===== src/bsla_params.svh =====
// Constants for the byte subtract and logic accumulator datapath
`ifndef BSLA_PARAMS_SVH
`define BSLA_PARAMS_SVH

// Register-select field codes
`define BSLA_REG_B 3'h0
`define BSLA_REG_C 3'h1
`define BSLA_REG_D 3'h2
`define BSLA_REG_E 3'h3
`define BSLA_REG_H 3'h4
`define BSLA_REG_L 3'h5
`define BSLA_REG_MEM 3'h6
`define BSLA_REG_A 3'h7

// Operation field, bits 5:3 of the opcode
`define BSLA_GRP_SUB 3'h2
`define BSLA_GRP_SUBB 3'h3
`define BSLA_GRP_AND 3'h4
`define BSLA_GRP_OR 3'h6

// Opcode class, bits 7:6, and index prefixes
`define BSLA_CLASS_REG 2'h2
`define BSLA_CLASS_IMM 2'h3
`define BSLA_PFX_X 8'hDD
`define BSLA_PFX_Y 8'hFD

// Clock states per machine cycle, one clock state per reference clock
`define BSLA_T_FETCH 3'h4
`define BSLA_T_READ 3'h3
`define BSLA_T_CALC 3'h5

// Flag byte bit positions
`define BSLA_F_SIGN 7
`define BSLA_F_ZERO 6
`define BSLA_F_HALF 4
`define BSLA_F_PV 2
`define BSLA_F_SUBIND 1
`define BSLA_F_CARRY 0

// Reset values
`define BSLA_ACC_RST 8'h00
`define BSLA_FLAGS_RST 8'h00
`define BSLA_PC_RST 16'h0000

`endif


===== src/bsla_pkg.sv =====
// Types shared by the accumulator datapath files
package bsla_pkg;
  typedef enum logic [1:0] {GRP_SUB, GRP_SUBB, GRP_AND, GRP_OR} bsla_group_type;
  typedef enum logic [1:0] {FORM_REG, FORM_IMM, FORM_PTR, FORM_BAD} bsla_form_type;
  typedef enum logic [2:0] {ST_IDLE, ST_FETCH_OP, ST_FETCH_IDX_OP, ST_READ_DISP, ST_CALC, ST_READ_OPND}
    bsla_state_type;
endpackage


===== src/bsla_core.sv =====
// Accumulator datapath: instruction decode, operand sequencing and write-back
// How it works
// - Register field: B0 C1 D2 E3 H4 L5 A7
// - Subtract opcodes 10010rrr, D6, 96, prefixed 96
// - Borrow subtract 10011rrr, DE, 9E, prefixed 9E
// - AND opcodes 10100rrr, E6, A6, prefixed A6
// - OR opcodes 10110rrr, F6, B6, prefixed B6
// - Subtract operand from accumulator, store difference
// - Borrow subtract also removes carry_in
// - AND accumulator with operand, store
// - OR accumulator with operand, store
// - Register 4 states; immediate, pointer 4+3
// - Indexed forms take 4,4,3,5,3 states
// - Sign and zero follow the result
// - Subtracts: half borrow from bit 4, indicator set
// - Subtracts: carry means borrow out of byte
// - Subtract overflow sets parity_overflow flag
// - Borrow subtract, AND: overflow flag reading ambiguous
// - AND: half set, indicator, carry cleared
// - OR: half, indicator, carry all cleared
// - Index plus signed displacement forms address
`timescale 1ns/1ps
`include "bsla_params.svh"

module bsla_core (
  input wire logic i_ref_clk,
  input wire logic i_rst_n,
  input wire logic i_start,
  input wire logic [15:0] i_pc,
  input wire logic i_load,
  input wire logic [7:0] i_load_acc,
  input wire logic [7:0] i_load_flags,
  input wire logic [7:0] i_reg_b,
  input wire logic [7:0] i_reg_c,
  input wire logic [7:0] i_reg_d,
  input wire logic [7:0] i_reg_e,
  input wire logic [7:0] i_reg_h,
  input wire logic [7:0] i_reg_l,
  input wire logic [15:0] i_index_x,
  input wire logic [15:0] i_index_y,
  input wire logic [7:0] i_mem_data,
  output logic [15:0] o_mem_addr,
  output logic o_mem_rd,
  output logic o_busy,
  output logic o_done,
  output logic o_illegal,
  output logic [15:0] o_next_pc,
  output logic [7:0] o_acc,
  output logic [7:0] o_flags
);

  // Operation field of an opcode byte is one of the four groups
  function automatic logic grp_ok(input logic [7:0] op);
    grp_ok = (op[5:3] == `BSLA_GRP_SUB) || (op[5:3] == `BSLA_GRP_SUBB) ||
             (op[5:3] == `BSLA_GRP_AND) || (op[5:3] == `BSLA_GRP_OR);
  endfunction

  // Map the operation field onto a group
  function automatic bsla_pkg::bsla_group_type grp_of(input logic [7:0] op);
    case (op[5:3])
      `BSLA_GRP_SUB: grp_of = bsla_pkg::GRP_SUB;
      `BSLA_GRP_SUBB: grp_of = bsla_pkg::GRP_SUBB;
      `BSLA_GRP_AND: grp_of = bsla_pkg::GRP_AND;
      default: grp_of = bsla_pkg::GRP_OR;
    endcase
  endfunction

  // Operand form of an opcode byte; used for first and post-prefix bytes
  function automatic bsla_pkg::bsla_form_type form_of(input logic [7:0] op);
    if (!grp_ok(op)) begin
      form_of = bsla_pkg::FORM_BAD;
    end else if (op[7:6] == `BSLA_CLASS_REG) begin
      form_of = (op[2:0] == `BSLA_REG_MEM) ? bsla_pkg::FORM_PTR : bsla_pkg::FORM_REG;
    end else if ((op[7:6] == `BSLA_CLASS_IMM) && (op[2:0] == `BSLA_REG_MEM)) begin
      form_of = bsla_pkg::FORM_IMM;
    end else begin
      form_of = bsla_pkg::FORM_BAD;
    end
  endfunction

  // Machine cycle length in clock states for each sequencing state
  function automatic logic [2:0] mc_len(input bsla_pkg::bsla_state_type st);
    case (st)
      bsla_pkg::ST_FETCH_OP: mc_len = `BSLA_T_FETCH;
      bsla_pkg::ST_FETCH_IDX_OP: mc_len = `BSLA_T_FETCH;
      bsla_pkg::ST_CALC: mc_len = `BSLA_T_CALC;
      default: mc_len = `BSLA_T_READ;
    endcase
  endfunction

  // Sequencer state and the instruction held across machine cycles
  bsla_pkg::bsla_state_type state;
  bsla_pkg::bsla_group_type group;
  bsla_pkg::bsla_form_type form;
  logic [2:0] tcnt;
  logic [15:0] pc;
  logic use_y;
  logic [7:0] disp;

  // Decode and operand nets
  wire mc_last;
  wire [15:0] pc_inc;
  wire is_prefix;
  wire bsla_pkg::bsla_form_type byte_form;
  wire [7:0] reg_operand;
  wire [15:0] index_base;
  wire [15:0] index_addr;
  wire [15:0] pointer_addr;
  wire bsla_pkg::bsla_group_type alu_group;
  wire [7:0] alu_operand;
  wire [7:0] alu_result;
  wire [7:0] alu_flags;

  // Completion and write-back nets
  wire finish_reg;
  wire finish_opnd;
  wire finish_bad;
  wire finish_any;
  wire [15:0] next_pc_val;
  wire load_take;
  wire acc_write;
  wire [7:0] next_acc;
  wire [7:0] next_flags;

  // Decode of the byte arriving on the memory bus
  assign mc_last = (tcnt == (mc_len(state) - 3'h1));
  assign pc_inc = pc + 16'h0001;
  assign is_prefix = (i_mem_data == `BSLA_PFX_X) || (i_mem_data == `BSLA_PFX_Y);
  assign byte_form = form_of(i_mem_data);
  assign pointer_addr = {i_reg_h, i_reg_l};

  // Register operand select; code 110 never reaches here as it is the pointer form
  assign reg_operand = (i_mem_data[2:0] == `BSLA_REG_B) ? i_reg_b :
                       (i_mem_data[2:0] == `BSLA_REG_C) ? i_reg_c :
                       (i_mem_data[2:0] == `BSLA_REG_D) ? i_reg_d :
                       (i_mem_data[2:0] == `BSLA_REG_E) ? i_reg_e :
                       (i_mem_data[2:0] == `BSLA_REG_H) ? i_reg_h :
                       (i_mem_data[2:0] == `BSLA_REG_L) ? i_reg_l : o_acc;

  // Displacement is sign extended before the add
  assign index_base = use_y ? i_index_y : i_index_x;
  assign index_addr = index_base + {{8{disp[7]}}, disp};

  // Register form executes straight off the opcode byte
  assign alu_group = (state == bsla_pkg::ST_FETCH_OP) ? grp_of(i_mem_data) : group;
  assign alu_operand = (state == bsla_pkg::ST_FETCH_OP) ? reg_operand : i_mem_data;

  // Completion decode: register form, operand read, or an opcode with no legal form in the four groups or not pointer-style after a prefix
  assign finish_reg = (state == bsla_pkg::ST_FETCH_OP) && mc_last && !is_prefix &&
                      (byte_form == bsla_pkg::FORM_REG);
  assign finish_opnd = (state == bsla_pkg::ST_READ_OPND) && mc_last;
  assign finish_bad = ((state == bsla_pkg::ST_FETCH_OP) && mc_last && !is_prefix &&
                       (byte_form == bsla_pkg::FORM_BAD)) ||
                      ((state == bsla_pkg::ST_FETCH_IDX_OP) && mc_last &&
                       (byte_form != bsla_pkg::FORM_PTR));
  assign finish_any = finish_reg || finish_opnd || finish_bad;
  // Immediate form still owes its operand byte; the other reads already point past their bytes
  assign next_pc_val = (finish_opnd && (form != bsla_pkg::FORM_IMM)) ? pc : pc_inc;

  // Start wins over a load in the same cycle; a load while busy is dropped
  assign load_take = (state == bsla_pkg::ST_IDLE) && !i_start && i_load;
  // Foreign opcodes never reach the accumulator or the flags
  assign acc_write = finish_reg || finish_opnd;
  assign next_acc = acc_write ? alu_result : i_load_acc;
  assign next_flags = acc_write ? alu_flags : i_load_flags;

  bsla_alu bsla_alu_inst (
    .i_acc(o_acc),
    .i_operand(alu_operand),
    .i_carry_in(o_flags[`BSLA_F_CARRY]),
    .i_group(alu_group),
    .o_result(alu_result),
    .o_flags(alu_flags)
  );

  // Sequencer: every machine cycle runs tcnt up to its length, bus byte taken on the last state of each cycle except ST_CALC
  always_ff @(posedge i_ref_clk or negedge i_rst_n) begin
    if (!i_rst_n) begin
      state <= bsla_pkg::ST_IDLE;
      group <= bsla_pkg::GRP_SUB;
      form <= bsla_pkg::FORM_REG;
      tcnt <= 3'h0;
      pc <= `BSLA_PC_RST;
      use_y <= 1'b0;
      disp <= 8'h00;
      o_mem_addr <= `BSLA_PC_RST;
      o_mem_rd <= 1'b0;
      o_busy <= 1'b0;
    end else begin
      tcnt <= mc_last ? 3'h0 : tcnt + 3'h1;
      case (state)
        bsla_pkg::ST_IDLE: begin
          // Counter parked while idle so every fetch starts at state zero
          tcnt <= 3'h0;
          if (i_start) begin
            pc <= i_pc;
            o_mem_addr <= i_pc;
            o_mem_rd <= 1'b1;
            o_busy <= 1'b1;
            state <= bsla_pkg::ST_FETCH_OP;
          end
        end
        bsla_pkg::ST_FETCH_OP: begin
          if (mc_last) begin
            pc <= pc_inc;
            group <= grp_of(i_mem_data);
            form <= byte_form;
            if (is_prefix) begin
              use_y <= (i_mem_data == `BSLA_PFX_Y);
              o_mem_addr <= pc_inc;
              state <= bsla_pkg::ST_FETCH_IDX_OP;
            end else if (byte_form == bsla_pkg::FORM_REG) begin
              o_mem_rd <= 1'b0;
              o_busy <= 1'b0;
              state <= bsla_pkg::ST_IDLE;
            end else if (byte_form == bsla_pkg::FORM_IMM) begin
              o_mem_addr <= pc_inc;
              state <= bsla_pkg::ST_READ_OPND;
            end else if (byte_form == bsla_pkg::FORM_PTR) begin
              o_mem_addr <= pointer_addr;
              state <= bsla_pkg::ST_READ_OPND;
            end else begin
              // No legal form in the four groups: done with illegal, nothing written
              o_mem_rd <= 1'b0;
              o_busy <= 1'b0;
              state <= bsla_pkg::ST_IDLE;
            end
          end
        end
        bsla_pkg::ST_FETCH_IDX_OP: begin
          if (mc_last) begin
            pc <= pc_inc;
            group <= grp_of(i_mem_data);
            // Only the pointer-style opcode is legal after a prefix
            if (byte_form == bsla_pkg::FORM_PTR) begin
              o_mem_addr <= pc_inc;
              state <= bsla_pkg::ST_READ_DISP;
            end else begin
              o_mem_rd <= 1'b0;
              o_busy <= 1'b0;
              state <= bsla_pkg::ST_IDLE;
            end
          end
        end
        bsla_pkg::ST_READ_DISP: begin
          if (mc_last) begin
            pc <= pc_inc;
            disp <= i_mem_data;
            o_mem_rd <= 1'b0;
            state <= bsla_pkg::ST_CALC;
          end
        end
        bsla_pkg::ST_CALC: begin
          // Bus idle while the address is formed
          if (mc_last) begin
            o_mem_addr <= index_addr;
            o_mem_rd <= 1'b1;
            state <= bsla_pkg::ST_READ_OPND;
          end
        end
        bsla_pkg::ST_READ_OPND: begin
          // Operand on the bus now; write-back happens in its own process
          if (mc_last) begin
            pc <= (form == bsla_pkg::FORM_IMM) ? pc_inc : pc;
            o_mem_rd <= 1'b0;
            o_busy <= 1'b0;
            state <= bsla_pkg::ST_IDLE;
          end
        end
        default: begin
          o_mem_rd <= 1'b0;
          o_busy <= 1'b0;
          state <= bsla_pkg::ST_IDLE;
        end
      endcase
    end
  end

  // Accumulator and flags; a load seeds the carry ahead of a borrow subtract
  always_ff @(posedge i_ref_clk or negedge i_rst_n) begin
    if (!i_rst_n) begin
      o_acc <= `BSLA_ACC_RST;
      o_flags <= `BSLA_FLAGS_RST;
    end else if (acc_write || load_take) begin
      o_acc <= next_acc;
      o_flags <= next_flags;
    end
  end

  // Completion outputs; illegal rides with the done pulse and drops the cycle after
  always_ff @(posedge i_ref_clk or negedge i_rst_n) begin
    if (!i_rst_n) begin
      o_done <= 1'b0;
      o_illegal <= 1'b0;
      o_next_pc <= `BSLA_PC_RST;
    end else begin
      o_done <= finish_any;
      o_illegal <= finish_bad;
      if (finish_any) begin
        o_next_pc <= next_pc_val;
      end
    end
  end

endmodule


===== src/bsla_alu.sv =====
// Combinational result and flag generation for the four operation groups
`timescale 1ns/1ps
`include "bsla_params.svh"

module bsla_alu (
  input wire logic [7:0] i_acc,
  input wire logic [7:0] i_operand,
  input wire logic i_carry_in,
  input wire bsla_pkg::bsla_group_type i_group,
  output logic [7:0] o_result,
  output logic [7:0] o_flags
);

  logic borrow_in;
  logic [8:0] diff;
  logic [4:0] half_diff;
  logic is_sub;
  logic overflow;

  // Borrow only enters for the borrow variant
  assign is_sub = (i_group == bsla_pkg::GRP_SUB) || (i_group == bsla_pkg::GRP_SUBB);
  assign borrow_in = (i_group == bsla_pkg::GRP_SUBB) ? i_carry_in : 1'b0;
  assign diff = {1'b0, i_acc} - {1'b0, i_operand} - {8'h00, borrow_in};
  assign half_diff = {1'b0, i_acc[3:0]} - {1'b0, i_operand[3:0]} - {4'h0, borrow_in};
  // Opposite signs in and a result sign unlike the accumulator's
  assign overflow = (i_acc[7] ^ i_operand[7]) & (diff[7] ^ i_acc[7]);

  // Result select
  always_comb begin
    case (i_group)
      bsla_pkg::GRP_AND: o_result = i_acc & i_operand;
      bsla_pkg::GRP_OR: o_result = i_acc | i_operand;
      default: o_result = diff[7:0];
    endcase
  end

  // Flags; logic ops cannot overflow, so their overflow flag is always clear
  always_comb begin
    o_flags = 8'h00;
    o_flags[`BSLA_F_SIGN] = o_result[7];
    o_flags[`BSLA_F_ZERO] = (o_result == 8'h00);
    o_flags[`BSLA_F_HALF] = is_sub ? half_diff[4] : (i_group == bsla_pkg::GRP_AND);
    o_flags[`BSLA_F_PV] = is_sub ? overflow : 1'b0;
    o_flags[`BSLA_F_SUBIND] = is_sub;
    o_flags[`BSLA_F_CARRY] = is_sub ? diff[8] : 1'b0;
  end

endmodule


===== config.mk =====
export PLATFORM = sky130hd
export DESIGN_NAME = bsla_core
export DESIGN_NICKNAME = d
export VERILOG_FILES = /design/src/bsla_pkg.sv /design/src/bsla_core.sv /design/src/bsla_alu.sv
export VERILOG_INCLUDE_DIRS = /design/src
export SDC_FILE = /design/constraint.sdc
export NUM_CORES = 1
export LEC_CHECK = 0
export ABC_CLOCK_PERIOD_IN_PS = 5300
export BUFFER_PORTS_ARGS = -buffer_cell sky130_fd_sc_hd__buf_2
export CAP_MARGIN = 40
export CORE_MARGIN = 2
export CORE_UTILIZATION = 30
export CTS_CLUSTER_SIZE = 30
export DETAILED_ROUTE_END_ITERATION = 8
export PLACE_DENSITY = 0.55
export SETUP_SLACK_MARGIN = 0.15
export SYNTH_ARGS = -nofsm -noshare
export SYNTH_HDL_FRONTEND = slang
export SYNTH_SLANG_ARGS = --single-unit

===== constraint.sdc =====
create_clock -name i_ref_clk -period 5.3 [get_ports i_ref_clk]
set_input_delay 0.795 -clock i_ref_clk [delete_from_list [all_inputs] [get_ports i_ref_clk]]
set_output_delay 0.795 -clock i_ref_clk [all_outputs]
set_load 0.01 [all_outputs]

==> results.json <==
{
  "die_area_sq_mm": 0.0265,
  "clock-sinks": 87,
  "drive_gt1_share_pct": 23.6,
  "syn_area_per_cell_sq_um": 8.01,
  "crit_start": "state[2]",
  "fin_crit_sh_pct": 84.8,
  "yosys_warnings": 0,
  "placementRows": 58,
  "area_growth_pct": 19.2,
  "grt_overflow": 0,
  "critical_path.endpoint_type": "flop",
  "cap_violations": 0,
  "postSynth.asyncResetShare_pct": 100,
  "antenna_found_initial": 1,
  "maxSlewHeadroom_pct": 42.7,
  "arrival_ns": 4.75,
  "cp-endpoint": "o_flags[0]",
  "power.density_mw_per_mm2": 558,
  "tns_ns": 0,
  "cts_tree": "done",
  "fp.dieH_um": 163,
  "fill_cells": 2718,
  "ioPinCount": 176,
  "ys_seq_area_share_pct": 28.8,
  "syn_area_sq_mm": 0.00756,
  "portBuffers": 175,
  "netlist.area_leader.share_pct": 28.8,
  "setup_viol": 0,
  "initial_core_util_pct": 30.3,
  "r2r_cells": 15,
  "numCtsBuffers": 9,
  "clockBufferDepth": 2,
  "diodes": 0,
  "ctsResizeCount": 0,
  "crit_type": "reg2reg",
  "syn_nets": 1118,
  "first_pass_iters": 8,
  "crit_required_ns": 5.56,
  "worstMarginPinSlew_ns": 0.860,
  "htreeDepth": 3,
  "grt_usage_pct": 20.2,
  "cts_hold_buf": 0,
  "root_buffer": "clkbuf_16",
  "fmax_mhz": 223,
  "clk_latency_ns": 0.36,
  "remaining_drc_errors": 0,
  "grt_max_degree": 48,
  "synth_top_area_cell": "dfrtp_1",
  "routed_wl_um": 26800,
  "postCtsSetupBuffers": 0,
  "final_net_count": 1265,
  "grt_pass1_vias": 7200,
  "netlist_top_cells_area": "dfrtp_1 29%, ha_1 7.8%, nand2_1 7.0%",
  "status": "finished clean",
  "place_congestion": 0.917,
  "wire_per_inst_um": 18.8,
  "crit_path_start_kind": "flop",
  "hpwlAfterDp_um": 21100,
  "fin_cells": 1426,
  "syn_inst": 944,
  "rrSetupSlack_ns": 0.81,
  "r2r-start": "state[2]",
  "drt_iter0_markers": 603,
  "synth_edf_count": 0,
  "core-area_sq_mm": 0.0250,
  "hold_ws_ns": 0.411,
  "vias": 7618,
  "r2r-end": "o_flags[0]",
  "finalClockSkew_ns": 0.0134,
  "antenna_left": 0,
  "fin_crit_ns": 4.49,
  "vdd_drop_max_uv": 290,
  "path_clk_slew_ns": 0.08,
  "yosys_register_bits": 87,
  "synth.distinct_cells": 78,
  "hold_viol_final": 0,
  "ys.flop_type": "dfrtp_1",
  "rsz0062_at_grt": "false",
  "vias_per_cell": 5.34,
  "grt_pass1_wl_um": 41100,
  "leakagePower_nw": 4.17,
  "slew_violations": 0,
  "dieWidth_um": 163,
  "holdCritPathClass": "in2async",
  "dpl.cell_count": 1410,
  "crit_fanout": 22
}
## sequential cells by signal, indices dropped and copies added, names as in the netlist
| name | cells |
|---|---|
| o_acc | 8 |
| o_done | 1 |
| use_y | 1 |
| o_illegal | 1 |
| form | 2 |
| o_next_pc | 16 |
| state | 3 |
| tcnt | 3 |
| o_flags | 8 |
| o_busy | 1 |
| group | 2 |
| o_mem_rd | 1 |
| pc | 16 |
| disp | 8 |
| o_mem_addr | 16 |
## metal layers
layer	vias up	global-route usage [%]	wire, um
met4	2	7.52	815
met2	294	31.9	12100
met1	3588	27.5	12000
met5	-	0	13
met3	44	3.97	1840
li1	3690	-	-
## kinds of logic (layout without fill, tap and decap cells)
logic type / after synthesis / in the layout / synth area share, %
compound gates: 289 / 289 / 24.8
fa+ha+maj: 53 / 53 / 9.00
flops: 87 / 87 / 28.8
simple gates: 326 / 326 / 19.9
buf+inv: 95 / 247 / 5.36
xor+xnor: 53 / 53 / 6.14
mux: 41 / 41 / 5.92
## final cells by class
class / count / area (sq um) / area share (%)
clock buffer: 9 / 225 / 2.50
clock inverter: 7 / 77.6 / 0.860
inverter: 41 / 154 / 1.71
multi-input combinational: 762 / 4980 / 55.2
sequential: 87 / 2180 / 24.1
tap: 330 / 413 / 4.58
timing repair buffer: 190 / 991 / 11.0
## placed cells by master (no fill, tap or decap), types with 11 or more instances in the layout
master,n
a21oi_1,77
a31oi_1,14
and3_1,13
buf_2,174
buf_4,16
dfrtp_1,87
ha_1,47
inv_1,40
mux2_2,30
mux2i_1,11
nand2_1,141
nand2b_1,15
nand3_1,14
nor2_1,73
nor3_1,20
o211ai_1,12
o21ai_0,73
o22ai_1,18
xnor2_1,36
xor2_1,17
## worst min path at each step
stage,startpoint,endpoint,slack [ns],cells after the start
after floorplan,form[1],form[1],0.44,2
after global placement,o_next_pc[8],o_next_pc[8],0.46,2
after detailed placement,o_next_pc[9],o_next_pc[9],0.47,2
after CTS,i_rst_n,o_flags[1],0.44,1
after global routing,i_rst_n,o_flags[7],0.45,1
final,i_rst_n,o_flags[1],0.41,1
## power by group
group	switching [mW]	internal, mW	leakage (nW)	total, mW
combinational	1.89	1.23	2.95	3.13
sequential	0.282	0.950	1.07	1.23
clock	0.304	0.372	0.152	0.676
## synth_stat cells (10+ instances only)
cell,n
nand2_1,141
dfrtp_1,87
a21oi_1,77
nor2_1,73
o21ai_0,73
ha_1,47
inv_1,40
xnor2_1,36
clkbuf_1,35
mux2_2,30
nor3_1,20
o22ai_1,18
xor2_1,17
nand2b_1,15
a31oi_1,14
nand3_1,14
and3_1,13
o211ai_1,12
buf_2,11
mux2i_1,11
nor2b_1,10
## worst max-delay path, cell delays in order (launching register included)
cell	delay, ns
dfrtp_1	0.44
or3b_4	0.58
a21o_1	0.23
a32o_1	0.22
o211ai_1	0.15
fa_1	0.49
ha_1	0.21
or2_2	0.31
fa_1	0.38
nand2b_1	0.17
a21oi_1	0.30
o21ai_0	0.22
a21o_1	0.21
a21oi_1	0.16
xor2_1	0.08
a31o_2	0.24
## per-stage QoR
stage	total power, mW	instance area (sq um)	utilization (%)	setup WS [ns]
global placement	4.31	8710	34.9	0.611
finish	5.03	9020	36.1	0.806
CTS	5.05	9020	36.1	0.803
global route	5.48	9020	36.1	0.549
detailed placement	4.34	8710	34.9	0.533
floorplan	3.41	7560	-	0.907
(Power assumes the default switching activity.)
